<file path="src/verilog/pwm_pkg.sv">
// constants shared by the six-channel motor waveform unit
// assumes one clock, synchronous active-high reset, no register bus
//
// Contract
// - six generators, independent or three pairs
// - complementary pair outputs inverse with dead zone
// - one 8-bit prescaler per channel pair
// - per-channel divider: 1, 1/2, 1/4, 1/8, 1/16
// - 16-bit period counter, 16-bit duty compare
// - twelve flags: period and duty match
// - flag raises interrupt only when enabled
// - one-shot single cycle or continuous auto-reload
// - one-shot edge only; centre needs auto-reload
// - period counter counts down, 16 bits; in centre mode the code counts back up from zero to the period value
// - buffered period/duty load at period end
// - synchronous pairing drives pair in phase
// - group bit: 2,4 follow 0; 3,5 follow 1
// - edge-aligned and centre-aligned counting
// - per-output polarity inversion
// - fault brake stops normal drive
`default_nettype none

package pwm_pkg;
    localparam int NUM_CH   = 6;
    localparam int NUM_PAIR = 3;
    localparam int CNT_W    = 16;
    localparam int PRE_W    = 8;
    localparam int DIV_W    = 3;
    localparam int DZ_W     = 8;
    localparam int MODE_W   = 2;

    // pair modes
    localparam logic [MODE_W-1:0] MODE_INDEP = 2'h0;
    localparam logic [MODE_W-1:0] MODE_COMP  = 2'h1;
    localparam logic [MODE_W-1:0] MODE_SYNC  = 2'h2;

    // reset values
    localparam logic [CNT_W-1:0] CNT_RST = 16'h0000;
    localparam logic [PRE_W-1:0] PRE_RST = 8'h00;
    localparam logic [DZ_W-1:0]  DZ_RST  = 8'h00;
    localparam logic [3:0]       DIV_RST = 4'h0;
endpackage : pwm_pkg

`default_nettype wire

</file>
<file path="src/verilog/pwm_chan_if.sv">
// carrier between the unit's top and one waveform generator
// assumes the top drives controls and the generator answers
`default_nettype none

interface pwm_chan_if;
    logic                         tick;
    logic                         enable;
    logic                         oneshot;
    logic                         center;
    logic [pwm_pkg::DIV_W-1:0]    div_sel;
    logic [pwm_pkg::CNT_W-1:0]    period_buf;
    logic [pwm_pkg::CNT_W-1:0]    duty_buf;
    logic                         wave;
    logic                         period_hit;
    logic                         duty_hit;

    modport ctl  (output tick, enable, oneshot, center, div_sel, period_buf, duty_buf,
                  input wave, period_hit, duty_hit);
    modport chan (input tick, enable, oneshot, center, div_sel, period_buf, duty_buf,
                  output wave, period_hit, duty_hit);
endinterface : pwm_chan_if

`default_nettype wire

</file>
<file path="src/verilog/pwm_channel.sv">
// one waveform generator: divider, down counter, duty compare
// assumes a one-cycle prescaler tick from the top of the unit
`default_nettype none

module pwm_channel (
    input  wire logic   clk,
    input  wire logic   rst,
    pwm_chan_if.chan    c
);
    localparam logic [pwm_pkg::CNT_W-1:0] CNT0 = pwm_pkg::CNT_RST;
    localparam logic [pwm_pkg::CNT_W-1:0] CNT1 = 16'h0001;

    logic [3:0]                  div_q;
    logic [pwm_pkg::CNT_W-1:0]   cnt_q;
    logic [pwm_pkg::CNT_W-1:0]   period_q;
    logic [pwm_pkg::CNT_W-1:0]   duty_q;
    logic                        up_q;
    logic                        run_q;
    logic                        done_q;
    logic                        wave_q;
    logic [3:0]                  mask;
    logic                        step;
    logic                        oneshot_eff;
    logic                        at_end;
    logic                        period_end;

    // divider mask: ratio 1 << div_sel, anything above 4 gives 1/16
    assign mask        = (4'h1 << c.div_sel) - 4'h1;
    assign step        = c.tick & run_q & ((div_q & mask) == 4'h0);
    assign oneshot_eff = c.oneshot & ~c.center;
    assign at_end      = c.center ? (up_q & (cnt_q >= period_q)) : (cnt_q == CNT0);
    assign period_end  = step & at_end;
    assign c.period_hit = period_end;
    assign c.duty_hit   = step & (cnt_q == duty_q);
    assign c.wave       = wave_q;

    // prescaled ticks advance the divider
    always_ff @(posedge clk) begin
        if (rst || !run_q) div_q <= pwm_pkg::DIV_RST;
        else if (c.tick) div_q <= div_q + 4'h1;
    end

    // run control; edge-mode one-shot stops after its first period, centre mode ignores the one-shot bit
    always_ff @(posedge clk) begin
        if (rst || !c.enable) begin
            run_q  <= 1'b0;
            done_q <= 1'b0;
        end else if (period_end && oneshot_eff) begin
            run_q  <= 1'b0;
            done_q <= 1'b1;
        end else begin
            run_q  <= ~done_q;
        end
    end

    // down count, centre mode turns round at zero; buffers load at period end
    always_ff @(posedge clk) begin
        if (rst) begin
            cnt_q    <= CNT0;
            period_q <= CNT0;
            duty_q   <= CNT0;
            up_q     <= 1'b0;
        end else if (!run_q || period_end) begin
            cnt_q    <= c.period_buf;
            period_q <= c.period_buf;
            duty_q   <= c.duty_buf;
            up_q     <= 1'b0;
        end else if (step) begin
            if (c.center && !up_q && cnt_q == CNT0) begin
                up_q  <= 1'b1;
                cnt_q <= CNT1;
            end else if (up_q && c.center) cnt_q <= cnt_q + CNT1; // no up-count once centre is off
            else cnt_q <= cnt_q - CNT1;
        end
    end

    // active while the count is below the duty value
    always_ff @(posedge clk) begin
        if (rst) wave_q <= 1'b0;
        else wave_q <= run_q & (cnt_q < duty_q);
    end
endmodule : pwm_channel

`default_nettype wire

</file>
<file path="src/verilog/six_channel_motor_pwm.sv">
// top of the six-channel motor waveform unit
// assumes control bits arrive as plain synchronous ports, no register bus
`default_nettype none

module six_channel_motor_pwm #(
    parameter int CNT_W = pwm_pkg::CNT_W,
    parameter int PRE_W = pwm_pkg::PRE_W,
    parameter int DZ_W  = pwm_pkg::DZ_W
) (
    input  wire logic                        clk,
    input  wire logic                        rst,
    input  wire logic [pwm_pkg::MODE_W-1:0]  pair_mode,
    input  wire logic                        group_en,
    input  wire logic                        center_en,
    input  wire logic [5:0]                  ch_enable,
    input  wire logic [5:0]                  oneshot,
    input  wire logic [17:0]                 div_sel,
    input  wire logic [3*PRE_W-1:0]          prescale,
    input  wire logic [3*DZ_W-1:0]           dead_zone,
    input  wire logic [5:0]                  invert,
    input  wire logic [5:0]                  period_wr,
    input  wire logic [5:0]                  duty_wr,
    input  wire logic [CNT_W-1:0]            wr_data,
    input  wire logic [5:0]                  int_en_period,
    input  wire logic [5:0]                  int_en_duty,
    input  wire logic [5:0]                  clr_period_flag,
    input  wire logic [5:0]                  clr_duty_flag,
    input  wire logic                        fault_in,
    input  wire logic                        brake_clr,
    output logic                             wave_out_0,
    output logic                             wave_out_1,
    output logic                             wave_out_2,
    output logic                             wave_out_3,
    output logic                             wave_out_4,
    output logic                             wave_out_5,
    output logic [5:0]                       period_flag,
    output logic [5:0]                       duty_flag,
    output logic                             irq,
    output logic                             brake_active
);
    logic [CNT_W-1:0]  period_buf_q [6];
    logic [CNT_W-1:0]  duty_buf_q [6];
    logic [PRE_W-1:0]  pre_cnt_q [3];
    logic [2:0]        pre_tick;
    logic [DZ_W-1:0]   dz_q [3];
    logic [2:0]        prev_q;
    logic [5:0]        raw;
    logic [5:0]        phit;
    logic [5:0]        dhit;
    logic [5:0]        pre_pol;
    logic [5:0]        wave_d;
    logic [5:0]        wave_q;
    logic [5:0]        period_flag_q;
    logic [5:0]        period_flag_d;
    logic [5:0]        duty_flag_q;
    logic [5:0]        duty_flag_d;
    logic              irq_q;
    logic              irq_d;
    logic              brake_q;
    logic              brake_d;
    logic              is_comp;
    logic              is_sync;

    assign is_comp = (pair_mode == pwm_pkg::MODE_COMP);
    assign is_sync = (pair_mode == pwm_pkg::MODE_SYNC);

    pwm_chan_if cif [6] ();

    // six generators, each with its own buffers and flags
    genvar i;
    generate
        for (i = 0; i < 6; i++) begin : g_ch
            // pair prescaler tick shared by both channels of the pair
            assign cif[i].tick       = pre_tick[i/2];
            assign cif[i].enable     = ch_enable[i];
            assign cif[i].oneshot    = oneshot[i];
            assign cif[i].center     = center_en;
            assign cif[i].div_sel    = div_sel[3*i +: 3];
            assign cif[i].period_buf = period_buf_q[i];
            assign cif[i].duty_buf   = duty_buf_q[i];
            assign raw[i]            = cif[i].wave;
            assign phit[i]           = cif[i].period_hit;
            assign dhit[i]           = cif[i].duty_hit;

            pwm_channel u_ch (
                .clk (clk),
                .rst (rst),
                .c   (cif[i])
            );

            // software writes land in the buffer only
            always_ff @(posedge clk) begin
                if (rst) begin
                    period_buf_q[i] <= pwm_pkg::CNT_RST;
                    duty_buf_q[i]   <= pwm_pkg::CNT_RST;
                end else begin
                    if (period_wr[i]) period_buf_q[i] <= wr_data;
                    if (duty_wr[i]) duty_buf_q[i] <= wr_data;
                end
            end
        end
    endgenerate

    // per-pair prescaler and dead zone
    genvar p;
    generate
        for (p = 0; p < 3; p++) begin : g_pair
            logic src_e;
            logic src_o;
            logic dz_ok;
            logic edge_e;

            // divide by prescale + 1
            assign pre_tick[p] = (pre_cnt_q[p] == pwm_pkg::PRE_RST);

            always_ff @(posedge clk) begin
                if (rst || pre_tick[p]) pre_cnt_q[p] <= prescale[PRE_W*p +: PRE_W];
                else pre_cnt_q[p] <= pre_cnt_q[p] - 8'h01;
            end

            // group control routes the first pair's timing to the others
            assign src_e  = (group_en && p != 0) ? raw[0] : raw[2*p];
            assign src_o  = (group_en && p != 0) ? raw[1] : raw[2*p+1];
            assign edge_e = (src_e != prev_q[p]);
            assign dz_ok  = !edge_e && (dz_q[p] == pwm_pkg::DZ_RST);

            // dead-zone count restarts on every edge of the leading output in complementary mode
            always_ff @(posedge clk) begin
                if (rst) begin
                    prev_q[p] <= 1'b0;
                    dz_q[p]   <= pwm_pkg::DZ_RST;
                end else begin
                    prev_q[p] <= src_e;
                    if (edge_e && is_comp) dz_q[p] <= dead_zone[DZ_W*p +: DZ_W];
                    else if (dz_q[p] != pwm_pkg::DZ_RST) dz_q[p] <= dz_q[p] - 8'h01;
                end
            end

            // pair shaping before polarity
            assign pre_pol[2*p]   = is_comp ? (src_e & dz_ok) : src_e;
            assign pre_pol[2*p+1] = is_comp ? (~src_e & dz_ok) :
                                    is_sync ? src_e : src_o;
        end
    endgenerate

    // polarity, then brake override to the inactive level
    assign wave_d = brake_q ? invert : (pre_pol ^ invert);

    // sticky flags: a match in the clearing cycle wins
    assign period_flag_d = phit | (period_flag_q & ~clr_period_flag);
    assign duty_flag_d   = dhit | (duty_flag_q & ~clr_duty_flag);
    assign irq_d = |((period_flag_d & int_en_period) | (duty_flag_d & int_en_duty));

    // brake latches on fault, clears only when software asks with fault gone
    assign brake_d = fault_in | (brake_q & ~brake_clr);

    always_ff @(posedge clk) begin
        if (rst) begin
            wave_q        <= 6'h00;
            period_flag_q <= 6'h00;
            duty_flag_q   <= 6'h00;
            irq_q         <= 1'b0;
            brake_q       <= 1'b0;
        end else begin
            wave_q        <= wave_d;
            period_flag_q <= period_flag_d;
            duty_flag_q   <= duty_flag_d;
            irq_q         <= irq_d;
            brake_q       <= brake_d;
        end
    end

    // outputs straight from flops
    assign wave_out_0   = wave_q[0];
    assign wave_out_1   = wave_q[1];
    assign wave_out_2   = wave_q[2];
    assign wave_out_3   = wave_q[3];
    assign wave_out_4   = wave_q[4];
    assign wave_out_5   = wave_q[5];
    assign period_flag  = period_flag_q;
    assign duty_flag    = duty_flag_q;
    assign irq          = irq_q;
    assign brake_active = brake_q;
endmodule : six_channel_motor_pwm

`default_nettype wire

</file>
<file path="config.mk">
export PLATFORM = sky130hd
export DESIGN_NAME = six_channel_motor_pwm
export DESIGN_NICKNAME = d
export VERILOG_FILES = /design/src/verilog/pwm_pkg.sv /design/src/verilog/pwm_chan_if.sv /design/src/verilog/pwm_channel.sv /design/src/verilog/six_channel_motor_pwm.sv
export SDC_FILE = /design/constraint.sdc
export NUM_CORES = 2
export LEC_CHECK = 0
export ABC_AREA = 1
export BUFFER_PORTS_ARGS = -buffer_cell sky130_fd_sc_hd__buf_4
export CORE_MARGIN = 3
export CORE_UTILIZATION = 57
export CTS_CLUSTER_SIZE = 40
export DETAILED_ROUTE_END_ITERATION = 12
export PLACE_DENSITY_LB_ADDON = 0.2
export SYNTH_ARGS = -nofsm -noshare
export SYNTH_HDL_FRONTEND = slang
export SYNTH_HIERARCHICAL = 1
export SYNTH_SLANG_ARGS = --single-unit
</file>
<file path="constraint.sdc">
create_clock -name clk -period 2.1 [get_ports clk]
set_input_delay 0.21 -clock clk [delete_from_list [all_inputs] [get_ports clk]]
set_output_delay 0.21 -clock clk [all_outputs]
set_load 0.02 [all_outputs]
</file>
==> summary.txt <==
Synth
  • Area contributors post-synth: dfxtp_1, edfxtp_1, ha_1, nand2_1, nor2_1
  • Post-synth top area cell: dfxtp_1
  • Yosys reg bits: 599
  • Cell variety after synth: 46
  • Post-Syn Area: 35700 µm²
  • Syn nets: 5315
  • Mapped Cells: 4868
  • Top cell type's share of synthesized area: 21.5%
  • Average size of a mapped cell: 7.33 µm²
  • Register area share after synthesis: 39.7%
  • YS warnings: 6

GRT
  • Gr usage total: 31.0%
  • Initial antenna violation count: 0
  • Vias in the first global route: 33400
  • Largest net degree at the start of global routing: 40
  • Grt ovf: 0
  • Global-route wire length before repair: 167 mm

Floorplanning
  • IO Pins: 164
  • Row count: 91
  • Core area: 61800 µm²
  • Initial Utilization: 57.7%
  • Die area: 65600 µm²
  • Die span in y: 256 µm
  • Die X: 256 µm

Detailed routing
  • Max Used Layer: met4
  • M1 WL: 43.6 mm
  • Detail Route met2 WL: 55.1 mm
  • Drt total wl: 114 mm
  • Vias per cell: 5.54
  • Routed length per instance: 17.8 µm
  • Drt drc: 0
  • First-pass DRT Iterations: 8
  • Vias: 35600
  • Starting DRT DRC Count: 3311
  • Antenna Nets Post-Route: 0
  • Met3 routed WL: 8.85 mm

Clock network
  • Reg clk slew, reported paths: 0.06 ns
  • Root buf cell: clkbuf_16
  • CTS sink count: 599
  • Max H-tree Level: 3
  • Worst-Skew Late Latency: 0.61 ns
  • Maximum clock insertion buffer count: 3
  • CTS tree: built
  • CTS buffer count: 66

Min path
  • HP Class: in2reg

Timing
  • RSZ-0062 raised after global routing: yes
  • Final hold slack: 0.0328 ns
  • Clock skew: 0.0264 ns
  • Tmin final: 2.58 ns
  • Slew Limit Fails: 0
  • F_max: 388 MHz
  • Slew HR: 33.3%
  • Fin crit share: 123%
  • Worst-Margin Slew: 1.00 ns
  • Setup Viol. Count Final: 263
  • Setup ws final: -0.479 ns
  • Hold Vio Cnt, Final: 0

Cells and area
  • Diodes inserted: 0
  • Layout cells sized above 1: 27.1%
  • Syn-to-layout area delta: 35.5%
  • Fillers: 3950
  • Multi-input gate area: 21000 µm²
  • Layout Cells excl Fill: 6428
  • Final #Nets: 5986
  • Reg area: 14200 µm²
  • Final instance area: 48300 µm²

Power
  • Tot Pwr: 36.8 mW
  • LEAKAGE: 23.4 nW
  • Power per standard cell area: 761 nW/µm²
  • Peak VDD IR: 0.000547 V

Setup path
  • WP data arrival: 3.08 ns
  • Critical path required time: 2.60 ns
  • CP Max Fanout: 7
  • Crit path launch type: flip-flop
  • Crit path kind: reg2reg
  • Setup slack, reg-to-reg: -0.48 ns
  • Endpoint class of the critical path: flip-flop

Placed design
  • Port bufs: 163
  • DP Wirelength: 70.4 mm
  • Routability Congestion: 0.915
  • Dpl cells: 6153
  • Cell Area, Placed: 40700 µm²

Outcome
  • Outcome: finished with violations
  • Violated checks: negative setup slack

Job
  • Max Cap Viol: 0
==> logic make-up after synthesis <==
kind of cell	Yosys count	share of synthesized area, %
AOI/OAI and AO/OA	640	9.63
and+or+nand+nor	2343	27.9
adders and majority gates	303	10.8
buffers and inverters	921	10.5
xor gates and xnor gates	62	1.52
DFF	599	39.7
==> where the power goes <==
part / leakage (nW) / switching (mW) / internal (mW) / total, mW
clock network: 1.09 / 4.91 / 7.14 / 12.0
registers: 5.51 / 0.683 / 13.1 / 13.8
logic: 16.8 / 6.31 / 4.62 / 10.9
total: 23.4 / 11.9 / 24.9 / 36.8
==> layout by cell type, fill, tap and decap left out, types with 12 or more instances in the layout <==
cell             n
a211oi_1        15
a21oi_1        203
a21oi_2         74
buf_12          41
buf_4          575
buf_6           31
clkbuf_1        12
clkbuf_16       78
dfxtp_1        321
dfxtp_2         60
dlygate4sd3_1   78
edfxtp_1       216
ha_1           226
ha_4            70
inv_1          691
inv_2           68
nand2_1        803
nand2_2         99
nand2_4         61
nand2_8         25
nand3_1        355
nand3_2         97
nand3b_1        22
nand4_1         28
nor2_1         701
nor2_2          35
nor2_4          28
nor3_1          32
nor3_2          18
o21a_1          12
o21ai_0        203
o21ai_1         35
o21ai_2         42
or2_2           24
xnor2_1         30
xor2_1          32
==> synthesized netlist by cell type, drive strengths merged <==
library cell and n:
a31oi 1, o21a 12, o21ai 282, edfxtp 216
a21o 10, nand2 982, xnor2 30, a211oi 20
and2 1, inv 767, a21boi 12, nor3 54
nand3b 22, nor4 6, or2 30, o21bai 10
xor2 32, dfxtp 383, nand4 28, nor2 764
a21oi 277, fa 6, a211o 2, clkbuf 44
buf 110, a221oi 4, nand3 456, ha 297
a2111oi 2, o211ai 8
==> metal layers <==
layer | vias to the layer above | track usage (%)
met5 | - | 0
met4 | 0 | 12.7
met3 | 514 | 4.73
met2 | 1599 | 53.8
met1 | 16500 | 38.5
li1 | 17000 | -
==> path summary, 6_finish.rpt <==
path / start / end / depth (start not counted)
worst min-delay path: clr_period_flag[0] / period_flag[0]$_SDFF_PP0_ / 5
worst min register to register: g_ch[1].u_ch/div_q[3]$_SDFFE_PP0P_ / g_ch[1].u_ch/div_q[3]$_SDFFE_PP0P_ / 1
worst max register to register: g_ch[5].u_ch/period_q[7]$_SDFFE_PP0P_ / g_ch[5].u_ch/cnt_q[5]$_SDFFE_PP0P_ / 17
worst max-delay path: g_ch[5].u_ch/period_q[7]$_SDFFE_PP0P_ / g_ch[5].u_ch/cnt_q[5]$_SDFFE_PP0P_ / 17
==> sequential cells by signal, summed over array words and instances (netlist names), 24 cells and up <==
signal / cells
duty_buf_q: 96
g_ch.u_ch/duty_q: 96
period_buf_q: 96
g_ch.u_ch/cnt_q: 96
dz_q: 24
g_ch.u_ch/div_q: 24
g_ch.u_ch/period_q: 96
pre_cnt_q: 24
==> worst max-delay path, cell delays in order, from the launching register on <==
cell and delay, ns:
dfxtp_1 0.34, inv_1 0.06, ha_1 0.31, a21oi_2 0.17, o21a_1 0.17, nand2_1 0.13, nand2_1 0.14, nand2_1 0.11
nand2_1 0.11, nand2_2 0.08, nand2_4 0.09, buf_12 0.16, buf_12 0.15, nand2_8 0.09, nand2_4 0.13, nand3_2 0.10
nand2_2 0.10, inv_2 0.04
==> metrics by stage <==
step | worst slack (ns) | utilization [%] | setup TNS (ns)
after global routing | -0.551 | 78.2 | -75.15
after global placement | -0.783 | 65.9 | -23.82
final | -0.479 | 78.2 | -46.52
after floorplan | 0.0787 | - | 0
after CTS | -0.361 | 73.8 | -17.83
after detailed placement | -0.758 | 65.9 | -33.18
==> layout make-up <==
cell class / count / share of cell area (%)
Inverter: 767 / 6.06
Timing Repair Buffer: 751 / 14.2
Sequential cell: 599 / 29.5
Clock buffer: 91 / 3.95
Tap cell: 837 / 2.17
Clock inverter: 29 / 0.673
Multi-Input combinational cell: 3354 / 43.5
==> what timing repair did <==
item | CTS | global route
pin swaps | 75 | 187
hold buffers | 78 | 0
hold endpoints to repair | 85 | 0
cloned | 15 | 12
endpoints found under the setup margin | 284 | 318
setup buffers | 24 | 33
resized for setup | 374 | 547
Power figures use the tool's default switching activity.
